**src/hdl/spn_regs.svh**
```systemverilog
// Opcodes, timing figures and host register map of the mode controller.
`ifndef SPN_REGS_SVH
`define SPN_REGS_SVH
`define SPN_OP_SLEEP_ENTER 8'h10
`define SPN_OP_SLEEP_EXIT  8'h11
`define SPN_OP_PARTIAL_ON  8'h12
`define SPN_OP_NORMAL_ON   8'h13
`define SPN_CLK_KHZ        25000
`define SPN_GAP_MS         5
`define SPN_LONG_MS        120
`define SPN_GAP_W          17
`define SPN_LONG_W         22
`define SPN_LOAD_CYCLES    17'h00010
`define SPN_SETUP_CYCLES   3'h3
`define SPN_LOW_CYCLES     3'h4
`define SPN_HOLD_CYCLES    3'h4
`define SPN_PIN_RST        10'h300
`define SPN_AXI_AW         4
`define SPN_ADDR_CMD       4'h0
`define SPN_ADDR_STATUS    4'h4
`define SPN_RESP_OKAY      2'h0
`define SPN_RESP_SLVERR    2'h2
`define SPN_ST_BUSY        0
`define SPN_ST_SLEEP       1
`define SPN_ST_PARTIAL     2
`define SPN_ST_LONG        3
`define SPN_DIAG_LOAD      7
`define SPN_DIAG_FUNC      6
`endif

```
**src/hdl/spn_pkg.sv**
```systemverilog
// Shared state types and opcode helper of the mode controller.
`include "spn_regs.svh"
package spn_pkg;
    typedef enum logic [1:0] {
        ST_SLEEP = 2'b00,
        ST_LOAD  = 2'b01,
        ST_DIAG  = 2'b10,
        ST_AWAKE = 2'b11
    } spn_dev_state_t;

    typedef enum logic [1:0] {
        H_IDLE  = 2'b00,
        H_SETUP = 2'b01,
        H_LOW   = 2'b10,
        H_HOLD  = 2'b11
    } spn_host_state_t;

    function automatic logic spn_is_sleep_op(input logic [7:0] op);
        return (op == `SPN_OP_SLEEP_ENTER) || (op == `SPN_OP_SLEEP_EXIT);
    endfunction
endpackage

```
**src/hdl/spn_link_if.sv**
```systemverilog
// Parallel command bus between the host controller and the display device.
`timescale 1ns/10ps
interface spn_link_if;
    logic        write_strobe_n;
    logic        read_strobe_n;
    logic        data_command_select;
    logic [15:0] data;

    modport dev (
        input write_strobe_n,
        input read_strobe_n,
        input data_command_select,
        input data
    );
    modport host (
        output write_strobe_n,
        output read_strobe_n,
        output data_command_select,
        output data
    );
endinterface

```
**src/hdl/spn_host.sv**
```systemverilog
// Host end: AXI4-Lite command port driving the parallel command bus.
`timescale 1ns/10ps
`include "spn_regs.svh"
module spn_host #(
    parameter int unsigned GAP_CYCLES  = `SPN_GAP_MS * `SPN_CLK_KHZ,
    parameter int unsigned LONG_CYCLES = `SPN_LONG_MS * `SPN_CLK_KHZ
) (
    input  wire logic                   aclk,
    input  wire logic                   aresetn,
    spn_link_if.host                    link,
    input  wire logic                   awvalid,
    output logic                        awready,
    input  wire logic [`SPN_AXI_AW-1:0] awaddr,
    input  wire logic                   wvalid,
    output logic                        wready,
    input  wire logic [31:0]            wdata,
    input  wire logic [3:0]             wstrb,
    output logic                        bvalid,
    input  wire logic                   bready,
    output logic [1:0]                  bresp,
    input  wire logic                   arvalid,
    output logic                        arready,
    input  wire logic [`SPN_AXI_AW-1:0] araddr,
    output logic                        rvalid,
    input  wire logic                   rready,
    output logic [31:0]                 rdata,
    output logic [1:0]                  rresp,
    output spn_pkg::spn_host_state_t    host_state
);
    import spn_pkg::*;

    logic                   aw_got_reg;
    logic [`SPN_AXI_AW-1:0] aw_addr_reg;
    logic                   w_got_reg;
    logic [31:0]            w_data_reg;
    logic                   w_lane0_reg;
    logic                   bvalid_reg;
    logic [1:0]             bresp_reg;
    logic                   rvalid_reg;
    logic [31:0]            rdata_reg;
    logic [1:0]             rresp_reg;
    logic                   wr_fire;
    logic                   cmd_ok;
    logic                   pending_reg;
    logic [7:0]             cmd_reg;
    spn_host_state_t        hst_reg;
    logic [2:0]             ph_cnt_reg;
    logic [`SPN_GAP_W-1:0]  gap_cnt_reg;
    logic [`SPN_LONG_W-1:0] long_cnt_reg;
    logic                   sleep_view_reg;
    logic                   partial_view_reg;
    logic                   wr_n_reg;
    logic                   dc_reg;
    logic                   launch;
    logic                   done;
    logic                   busy;
    logic [31:0]            status;

    assign wr_fire = aw_got_reg & w_got_reg & ~bvalid_reg;
    assign cmd_ok  = wr_fire & (aw_addr_reg == `SPN_ADDR_CMD)
                     & w_lane0_reg & ~pending_reg;
    assign busy    = pending_reg | (gap_cnt_reg != '0);

    always_ff @(posedge aclk) begin
        if (!aresetn) begin
            aw_got_reg  <= 1'b0;
            aw_addr_reg <= '0;
            w_got_reg   <= 1'b0;
            w_data_reg  <= 32'h0000_0000;
            w_lane0_reg <= 1'b0;
        end else begin
            if (awvalid && !aw_got_reg) begin
                aw_got_reg  <= 1'b1;
                aw_addr_reg <= awaddr;
            end else if (wr_fire) begin
                aw_got_reg <= 1'b0;
            end
            if (wvalid && !w_got_reg) begin
                w_got_reg   <= 1'b1;
                w_data_reg  <= wdata;
                w_lane0_reg <= wstrb[0];
            end else if (wr_fire) begin
                w_got_reg <= 1'b0;
            end
        end
    end

    // A command write while one is still queued is answered with an error.
    always_ff @(posedge aclk) begin
        if (!aresetn) begin
            bvalid_reg <= 1'b0;
            bresp_reg  <= `SPN_RESP_OKAY;
        end else if (wr_fire) begin
            bvalid_reg <= 1'b1;
            bresp_reg  <= cmd_ok ? `SPN_RESP_OKAY : `SPN_RESP_SLVERR;
        end else if (bready) begin
            bvalid_reg <= 1'b0;
        end
    end

    assign status = {28'h0, 1'b0, 1'b0, 1'b0, 1'b0}
                    | ({31'h0, busy} << `SPN_ST_BUSY)
                    | ({31'h0, sleep_view_reg} << `SPN_ST_SLEEP)
                    | ({31'h0, partial_view_reg} << `SPN_ST_PARTIAL)
                    | ({31'h0, long_cnt_reg != '0} << `SPN_ST_LONG);

    always_ff @(posedge aclk) begin
        if (!aresetn) begin
            rvalid_reg <= 1'b0;
            rdata_reg  <= 32'h0000_0000;
            rresp_reg  <= `SPN_RESP_OKAY;
        end else if (arvalid && !rvalid_reg) begin
            rvalid_reg <= 1'b1;
            rresp_reg  <= `SPN_RESP_OKAY;
            if (araddr == `SPN_ADDR_CMD) begin
                rdata_reg <= {24'h00_0000, cmd_reg};
            end else if (araddr == `SPN_ADDR_STATUS) begin
                rdata_reg <= status;
            end else begin
                rdata_reg <= 32'h0000_0000;
                rresp_reg <= `SPN_RESP_SLVERR;
            end
        end else if (rready) begin
            rvalid_reg <= 1'b0;
        end
    end

    // Sleep commands also wait out the long interval after a sleep change.
    assign launch = (hst_reg == H_IDLE) && pending_reg
                    && (gap_cnt_reg == '0)
                    && !(spn_is_sleep_op(cmd_reg)
                         && long_cnt_reg != '0);
    assign done   = (hst_reg == H_HOLD) && (ph_cnt_reg == 3'h0);

    always_ff @(posedge aclk) begin
        if (!aresetn) begin
            pending_reg <= 1'b0;
            cmd_reg     <= 8'h00;
        end else if (cmd_ok) begin
            pending_reg <= 1'b1;
            cmd_reg     <= w_data_reg[7:0];
        end else if (done) begin
            pending_reg <= 1'b0;
        end
    end

    // Setup, low and hold phases keep the byte steady across the device's
    // two-stage pin synchroniser.
    always_ff @(posedge aclk) begin
        if (!aresetn) begin
            hst_reg    <= H_IDLE;
            ph_cnt_reg <= 3'h0;
            wr_n_reg   <= 1'b1;
            dc_reg     <= 1'b1;
        end else begin
            case (hst_reg)
                H_IDLE: begin
                    if (launch) begin
                        hst_reg    <= H_SETUP;
                        ph_cnt_reg <= `SPN_SETUP_CYCLES - 3'h1;
                        dc_reg     <= 1'b0;
                    end
                end
                H_SETUP: begin
                    if (ph_cnt_reg == 3'h0) begin
                        hst_reg    <= H_LOW;
                        ph_cnt_reg <= `SPN_LOW_CYCLES - 3'h1;
                        wr_n_reg   <= 1'b0;
                    end else begin
                        ph_cnt_reg <= ph_cnt_reg - 3'h1;
                    end
                end
                H_LOW: begin
                    if (ph_cnt_reg == 3'h0) begin
                        hst_reg    <= H_HOLD;
                        ph_cnt_reg <= `SPN_HOLD_CYCLES - 3'h1;
                        wr_n_reg   <= 1'b1;
                    end else begin
                        ph_cnt_reg <= ph_cnt_reg - 3'h1;
                    end
                end
                default: begin
                    if (ph_cnt_reg == 3'h0) begin
                        hst_reg <= H_IDLE;
                        dc_reg  <= 1'b1;
                    end else begin
                        ph_cnt_reg <= ph_cnt_reg - 3'h1;
                    end
                end
            endcase
        end
    end

    always_ff @(posedge aclk) begin
        if (!aresetn) begin
            gap_cnt_reg  <= '0;
            long_cnt_reg <= '0;
        end else begin
            if (done && spn_is_sleep_op(cmd_reg)) begin
                gap_cnt_reg <= GAP_CYCLES[`SPN_GAP_W-1:0];
            end else if (gap_cnt_reg != '0) begin
                gap_cnt_reg <= gap_cnt_reg - 1'b1;
            end
            if (done && ((cmd_reg == `SPN_OP_SLEEP_EXIT && sleep_view_reg)
                    || (cmd_reg == `SPN_OP_SLEEP_ENTER
                        && !sleep_view_reg))) begin
                long_cnt_reg <= LONG_CYCLES[`SPN_LONG_W-1:0];
            end else if (long_cnt_reg != '0) begin
                long_cnt_reg <= long_cnt_reg - 1'b1;
            end
        end
    end

    always_ff @(posedge aclk) begin
        if (!aresetn) begin
            sleep_view_reg   <= 1'b1;
            partial_view_reg <= 1'b0;
        end else if (done) begin
            if (cmd_reg == `SPN_OP_SLEEP_ENTER) begin
                sleep_view_reg <= 1'b1;
            end else if (cmd_reg == `SPN_OP_SLEEP_EXIT) begin
                sleep_view_reg <= 1'b0;
            end else if (cmd_reg == `SPN_OP_PARTIAL_ON) begin
                partial_view_reg <= 1'b1;
            end else if (cmd_reg == `SPN_OP_NORMAL_ON) begin
                partial_view_reg <= 1'b0;
            end
        end
    end

    assign link.write_strobe_n      = wr_n_reg;
    assign link.read_strobe_n       = aresetn | 1'b1;
    assign link.data_command_select = dc_reg;
    assign link.data                = {8'h00, cmd_reg};
    assign awready    = ~aw_got_reg;
    assign wready     = ~w_got_reg;
    assign bvalid     = bvalid_reg;
    assign bresp      = bresp_reg;
    assign arready    = ~rvalid_reg;
    assign rvalid     = rvalid_reg;
    assign rdata      = rdata_reg;
    assign rresp      = rresp_reg;
    assign host_state = hst_reg;
endmodule // spn_host

```
**src/flat_wrapper.sv**
```systemverilog
// flat-port wrapper written by rule: the top's interface ports become plain ports
module spn_host_flat import spn_pkg::*;
#(
    parameter int unsigned GAP_CYCLES  = `SPN_GAP_MS * `SPN_CLK_KHZ,
    parameter int unsigned LONG_CYCLES = `SPN_LONG_MS * `SPN_CLK_KHZ
)
  (aclk, aresetn, awvalid, awready, awaddr, wvalid, wready, wdata, wstrb, bvalid, bready, bresp, arvalid, arready, araddr, rvalid, rready, rdata, rresp, host_state, link_write_strobe_n, link_read_strobe_n, link_data_command_select, link_data);
  spn_link_if link_i ();
  input  wire logic aclk;
  input  wire logic aresetn;
  input  wire logic awvalid;
  output logic awready;
  input  wire logic [`SPN_AXI_AW-1:0] awaddr;
  input  wire logic wvalid;
  output logic wready;
  input  wire logic [31:0] wdata;
  input  wire logic [3:0] wstrb;
  output logic bvalid;
  input  wire logic bready;
  output logic [1:0] bresp;
  input  wire logic arvalid;
  output logic arready;
  input  wire logic [`SPN_AXI_AW-1:0] araddr;
  output logic rvalid;
  input  wire logic rready;
  output logic [31:0] rdata;
  output logic [1:0] rresp;
  output spn_pkg::spn_host_state_t host_state;
  output wire logic [$bits(link_i.write_strobe_n)-1:0] link_write_strobe_n;
  output wire logic [$bits(link_i.read_strobe_n)-1:0] link_read_strobe_n;
  output wire logic [$bits(link_i.data_command_select)-1:0] link_data_command_select;
  output wire logic [$bits(link_i.data)-1:0] link_data;
  assign link_write_strobe_n = link_i.write_strobe_n;
  assign link_read_strobe_n = link_i.read_strobe_n;
  assign link_data_command_select = link_i.data_command_select;
  assign link_data = link_i.data;
  spn_host #(.GAP_CYCLES(GAP_CYCLES), .LONG_CYCLES(LONG_CYCLES)) u_core (.aclk(aclk), .aresetn(aresetn), .link(link_i), .awvalid(awvalid), .awready(awready), .awaddr(awaddr), .wvalid(wvalid), .wready(wready), .wdata(wdata), .wstrb(wstrb), .bvalid(bvalid), .bready(bready), .bresp(bresp), .arvalid(arvalid), .arready(arready), .araddr(araddr), .rvalid(rvalid), .rready(rready), .rdata(rdata), .rresp(rresp), .host_state(host_state));
endmodule
```
**config.mk**
```make
export PLATFORM = sky130hd
export DESIGN_NAME = spn_host_flat
export DESIGN_NICKNAME = d
export VERILOG_FILES = /design/src/hdl/spn_pkg.sv /design/src/hdl/spn_link_if.sv /design/src/hdl/spn_host.sv /design/src/flat_wrapper.sv
export VERILOG_INCLUDE_DIRS = /design/src /design/src/hdl
export SDC_FILE = /design/constraint.sdc
export NUM_CORES = 1
export LEC_CHECK = 0
export ABC_AREA = 1
export BUFFER_PORTS_ARGS = -buffer_cell sky130_fd_sc_hd__buf_2
export CAP_MARGIN = 20
export CORE_ASPECT_RATIO = 1.4
export CORE_MARGIN = 1
export CORE_UTILIZATION = 24
export DETAILED_ROUTE_END_ITERATION = 8
export PLACE_DENSITY = 0.47
export SLEW_MARGIN = 20
export SYNTH_ARGS = -nofsm -noshare
export SYNTH_HDL_FRONTEND = slang
export SYNTH_SLANG_ARGS = --single-unit
```
**constraint.sdc**
```tcl
create_clock -name aclk -period 2.3 [get_ports aclk]
set_input_delay 0.46 -clock aclk [delete_from_list [all_inputs] [get_ports aclk]]
set_output_delay 0.46 -clock aclk [all_outputs]
set_load 0.005 [all_outputs]
```
==> results of run 1 <==
==> worst paths after layout <==
path / start / slack [ns] / to
worst max-delay path: u_core.gap_cnt_reg[0] / 0.43 / u_core.host_state[0]
worst min-delay path: wdata[5] / 0.34 / u_core.w_data_reg[5]
worst max register to register: u_core.gap_cnt_reg[0] / 0.43 / u_core.host_state[0]
worst min register to register: u_core.w_data_reg[7] / 0.45 / u_core.w_data_reg[7]
==> cells by family (layout without fill, tap and decap cells) <==
group / count (synthesis) / in the layout
simple gates: 284 / 284
buf+inv: 104 / 130
compound gates: 98 / 98
flops: 84 / 84
xor+xnor: 20 / 20
fa+ha+maj: 9 / 9
other cells: 2 / 35
==> through the flow <==
| step | setup slack [ns] | area (µm²) | instances | power, W |
|---|---|---|---|---|
| after floorplan | 0.721 | 4480 | 634 | 0.00452 |
| after global placement | 0.427 | 4750 | 880 | 0.00515 |
| after detailed placement | 0.428 | 4750 | 880 | 0.00514 |
| after CTS | 0.415 | 5060 | 896 | 0.00666 |
| after global routing | 0.244 | 5060 | 896 | 0.00722 |
| final | 0.430 | 5060 | 896 | 0.00658 |
==> worst max-delay path, delay by kind of cell, from the launching register on <==
kind	cells	cell delay, ns
simple gates	9	1.07
flops	1	0.34
fa+ha+maj	1	0.25
buf+inv	1	0.10
==> metal layers <==
layer | vias up | share of wire (%) | track usage, %
met1 | 1636 | 43 | 12.9
met3 | 14 | 3.0 | 1.88
met2 | 79 | 51 | 21.3
met5 | - | 0 | 0
met4 | 0 | 2.1 | 5.83
li1 | 1963 | - | -
==> area by class of cell <==
class                           instances  area [µm²]
Fill cell                            1988       12500
Multi-Input combinational cell        446        2250
Sequential cell                        84        1680
Timing Repair Buffer                   59         318
Tap cell                              236         295
Clock buffer                           12         256
Inverter                               55         209
Clock inverter                          4        47.5
==> layout by cell type (no fill, tap or decap), drive strengths merged <==
cell / netlist / routed
nor2: 128 / 128
nand2: 102 / 102
dfxtp: 84 / 84
buf: 42 / 59
inv: 55 / 55
a21oi: 45 / 45
o21ai: 38 / 38
conb: 2 / 35
nand3: 27 / 27
xor2: 12 / 12
clkbuf: 7 / 12
ha: 9 / 9
nor3: 9 / 9
xnor2: 8 / 8
nand3b: 6 / 6
nand4: 5 / 5
or2: 5 / 5
a32oi: 4 / 4
a31oi: 4 / 4
o21a: 4 / 4
clkinv: 0 / 2
a22oi: 1 / 1
a31o: 1 / 1
a211oi: 1 / 1
and3: 1 / 1
nor4: 1 / 1
bufinv: 0 / 1
clkinvlp: 0 / 1
==> report_power, final <==
part	internal, W	switching [W]
clock	0.000898	0.000590
combinational	0.00115	0.00184
sequential	0.00179	0.000306
==> flow_summary.json, run 1 <==
{
  "cts_buffer_depth": 2,
  "gp_congestion": 0.790,
  "crit_slowest_cell": "dfxtp_1",
  "period_needed_ns": 1.87,
  "cellLeakagePower_nw": 2.38,
  "worst_clock_skew_ns": 0.0101,
  "clk_pin_slew_ns": 0.06,
  "dpl.hpwl_mm": 7.77,
  "fmax_mhz": 535,
  "antennaDiodeCount": 0,
  "dieArea_um2": 18700,
  "htree_num_levels": 3,
  "wl_per_cell_um": 11.3,
  "grt-ovfl-total": 0,
  "power_density_nw_per_um2": 1300,
  "grt_pass1_vias": 3540,
  "worst_slew_pin_slew_ns": 0.578,
  "final_nets": 715,
  "first_pass_iters": 4,
  "die_x_um": 116,
  "synth_compound_area_share_pct": 13.1,
  "ctsRootBufferMaster": "clkbuf_16",
  "track_usage_pct": 11.7,
  "synth-async-reset-ratio_pct": 0,
  "synth_top_family_by_area": "simple AND/OR/NAND/NOR gates",
  "min_path_cells": 3,
  "synth.avg_cell_area_um2": 7.24,
  "drive_gt1_share_pct": 16.8,
  "yosysTopAreaCellShare_pct": 38.6,
  "hold_buffers": 0,
  "postCtsSetupBuffers": 0,
  "worst_slew_margin_rel_pct": 61.1,
  "synth_seq_area_share_pct": 38.6,
  "netlist_area_um2": 4350,
  "muxShareOfSynthArea_pct": 0,
  "worstSetupPathType": "reg2reg",
  "synthAdderAreaFrac_pct": 2.59,
  "syn_inst": 601,
  "path_cells": "inv_1 > ha_1 > nand2_2 > nor2_2 > nand3_2 > nor2_4 > nand2_4 > nand2_4 > nand3_1 > nand2_1 > nor2_1",
  "synth_flop_cell": "dfxtp_1",
  "synth-edff-count": 0,
  "cp_common_cell": "nand2_4",
  "yosysTopAreaCell": "dfxtp_1",
  "status": "complete, no violations",
  "antenna_found_initial": 0,
  "synth_cell_type_count": 41,
  "post-route-period-util_pct": 81.3,
  "vias": 3692,
  "cp-start-kind": "flop",
  "rsz0062_at_grt": "false",
  "core_area_um2": 17500,
  "crit_required_ns": 2.54,
  "ios": 113,
  "post_cts_resized": 0,
  "drv_cap": 0,
  "synthTopCellsByCount": "nor2_1 (119), nand2_1 (95), dfxtp_1 (84), inv_1 (53), o21ai_0 (37)",
  "ant_nets": 0,
  "cts.sinks": 84,
  "die_h_um": 161,
  "synth_most_common_cell": "nor2_1",
  "critPathMaxFanout": 9,
  "numCtsBuffers": 9,
  "synth_warnings": 0,
  "finalSetupViolCount": 0,
  "drt_iter0_drc": 155,
  "placement.io_buffers": 50,
  "finalHoldViolCount": 0,
  "initial_core_util_pct": 24.8,
  "synth-simple-area-share_pct": 28.9,
  "tns_ns": 0,
  "largest_reg_flops": 22,
  "grt_max_degree": 22,
  "cp_slowest_stage_delay_ns": 0.34,
  "clk_latency_ns": 0.34,
  "postLayoutCoreUtil_pct": 28.8,
  "final_max_slew_viol_count": 0,
  "ys_ff_latch": 84,
  "routed_wl_mm": 10.2,
  "grt_pass1_wl_mm": 17.0,
  "critical_path.endpoint_type": "flop",
  "whs_ns": 0.344,
  "arrival_ns": 2.10,
  "routed_via_density": 4.12,
  "drcViolationCount": 0,
  "area_growth_syn_to_layout_pct": 16.2,
  "r2r_cells": 11,
  "yosys.area_share.xor_xnor_pct": 4.02,
  "fp-row-count": 57,
  "peakVddDrop_mv": 0.408,
  "synth_area_leaders": "dfxtp_1 (39%), nor2_1 (10%), nand2_1 (8.2%)",
  "hold_path.class": "in2reg",
  "cts_tree": "yes"
}
Note: power is estimated with default switching activity, not from simulation.
==> inputs of run 2 (changes only) <==
- clock period: 2.3 -> 1.8 ns (I/O delays scaled with it)
==> run 2 against run 1 <==
  * Combinational power up 34%
  * Sequential cell count stayed put
  * Wire length up 2.7%
  * Largest power group unchanged
  * Highest routed layer unchanged
==> flow_summary.json, run 2 (synthesized netlist as in run 1, its figures left out) <==
{
  "drive_gt1_share_pct": 19.3,
  "p_total_w": 0.00853,
  "grt_pass1_wl_mm": 17.8,
  "area_growth_syn_to_layout_pct": 19.6,
  "worstSetupPathType": "reg2reg",
  "finalSetupViolCount": 0,
  "drt_iter0_drc": 119,
  "grt_pass1_vias": 3754,
  "drcViolationCount": 0,
  "core_area_um2": 17500,
  "worstHoldStart": "wdata[6]",
  "swShare_pct": 41.7,
  "combPwrFrac_pct": 47.2,
  "ff2ff_setup_slack_ns": 0.19,
  "power_density_nw_per_um2": 1640,
  "die_x_um": 116,
  "timing.rr.end": "u_core.long_cnt_reg[8]",
  "pwr-share-seq_pct": 31.3,
  "status": "complete, no violations",
  "routed_via_density": 4.12,
  "arrival_ns": 1.84,
  "clk_pin_slew_ns": 0.06,
  "largest_reg_flops": 22,
  "worst_clock_skew_ns": 0.00604,
  "die_h_um": 161,
  "layout_common_cells": "nor2_1 (119), nand2_1 (95), dfxtp_1 (84)",
  "dr_wl_met3_um": 311,
  "post-route-period-util_pct": 89.6,
  "antennaDiodeCount": 0,
  "top_layer": "met4",
  "cts_buffer_depth": 2,
  "finalHoldViolCount": 0,
  "critical_path.endpoint_type": "flop",
  "routed_wl_mm": 10.4,
  "peakVddDrop_mv": 0.564,
  "cp-start-kind": "flop",
  "rsz0062_at_grt": "false",
  "critPathMaxFanout": 11,
  "hold_path.class": "in2reg",
  "ios": 113,
  "wl_per_cell_um": 11.4,
  "final_max_slew_viol_count": 0,
  "drv_cap": 0,
  "rr_startpoint": "u_core.ph_cnt_reg[0]",
  "ctsRootBufferMaster": "clkbuf_16",
  "period_needed_ns": 1.61,
  "gp_congestion": 0.839,
  "r2r_cells": 12,
  "antenna_found_initial": 0,
  "clk_latency_ns": 0.34,
  "wl_met2_mm": 5.42,
  "cts_tree": "yes",
  "fp-row-count": 57,
  "dieArea_um2": 18700,
  "placement.io_buffers": 50,
  "whs_ns": 0.242,
  "hold_buffers": 0,
  "wl_met1_mm": 4.48,
  "grt_max_degree": 24,
  "layout_setup_ws_ns": 0.188,
  "pre_cts_ws_ns": 0.161,
  "tns_ns": 0,
  "final_nets": 733,
  "dpl.hpwl_mm": 8.11,
  "layout_commonest_cell": "nor2_1",
  "crit_required_ns": 2.02,
  "ant_nets": 0,
  "htree_num_levels": 3,
  "clockPowerShare_pct": 21.5,
  "numCtsBuffers": 9,
  "cellLeakagePower_nw": 2.46,
  "fmax_mhz": 620,
  "track_usage_pct": 12.2,
  "hold_end": "u_core.w_data_reg[6]",
  "grt-ovfl-total": 0,
  "min_path_cells": 3,
  "first_pass_iters": 4,
  "vias": 3763,
  "p_int_w": 0.00497,
  "initial_core_util_pct": 24.8,
  "power.switching_w": 0.00356,
  "cts.sinks": 84
}
==> run 2: cell types whose count changed in the layout (fill, tap and decap cells not counted), sizes merged <==
cell    before  now
buf         59   77
clkbuf      12   10
clkinv       2    4
==> run 2: critical path, stage by stage (launching register included) <==
cell and delay [ns]:
dfxtp_1 0.31, inv_1 0.07, ha_1 0.14, inv_1 0.03, nor2_1 0.15, nand2_1 0.12
inv_1 0.11, nand2_4 0.08, inv_4 0.10, o21ai_2 0.08, nand2_1 0.11, buf_12 0.14
nor3_1 0.04
==> run 2: layer usage <==
metal  track usage [%]  vias to the layer above
li1                  -                     1999
met1              13.3                     1668
met2              22.3                       80
met3              2.06                       16
met4              5.54                        0
met5                 0                        -
==> run 2: power by group through the flow <==
stage	registers [W]	clock network [W]	logic, W
final	0.00267	0.00184	0.00402
after global routing	0.00272	0.00197	0.00468
after CTS	0.00267	0.00190	0.00406
after detailed placement	0.00270	0	0.00403
after global placement	0.00271	0	0.00404
after floorplan	0.00262	0	0.00315
==> run 2: worst max path at each step <==
| stage | start | end | slack (ns) | depth (start not counted) |
|---|---|---|---|---|
| 6_report | u_core.ph_cnt_reg[0] | u_core.long_cnt_reg[8] | 0.19 | 12 |
| 5_1_grt | u_core.ph_cnt_reg[0] | u_core.long_cnt_reg[8] | 0.006 | 12 |
| 4_1_cts | u_core.gap_cnt_reg[0] | u_core.host_state[0] | 0.15 | 11 |
| 3_5_place_dp | u_core.ph_cnt_reg[0] | u_core.long_cnt_reg[2] | 0.16 | 12 |
| 3_3_place_gp | u_core.ph_cnt_reg[0] | u_core.long_cnt_reg[2] | 0.16 | 12 |
| 2_1_floorplan | u_core.long_cnt_reg[0] | u_core.host_state[0] | 0.22 | 11 |
==> run 2: through the flow <==
stage / util, % / std cells / cell area, µm²
after global placement: 27.9 / 898 / 4900
after detailed placement: 27.9 / 898 / 4900
final: 29.7 / 914 / 5200
after floorplan: - / 634 / 4480
after global routing: 29.7 / 914 / 5200
after CTS: 29.6 / 914 / 5200
==> run 2: repair_timing <==
item | in CTS | in global routing
buffers inserted | 0 | 0
gates resized for setup | 0 | 2
setup endpoints to repair | 0 | 6
==> run 2: cell type report <==
class | count | area, µm²
fillers | 1993 | 12300
clock inverters | 6 | 65.1
clock buffers | 10 | 229
multi-input cells | 446 | 2260
flip-flops and latches | 84 | 1680
well taps | 236 | 295
inverters | 55 | 209
repair buffers | 77 | 465
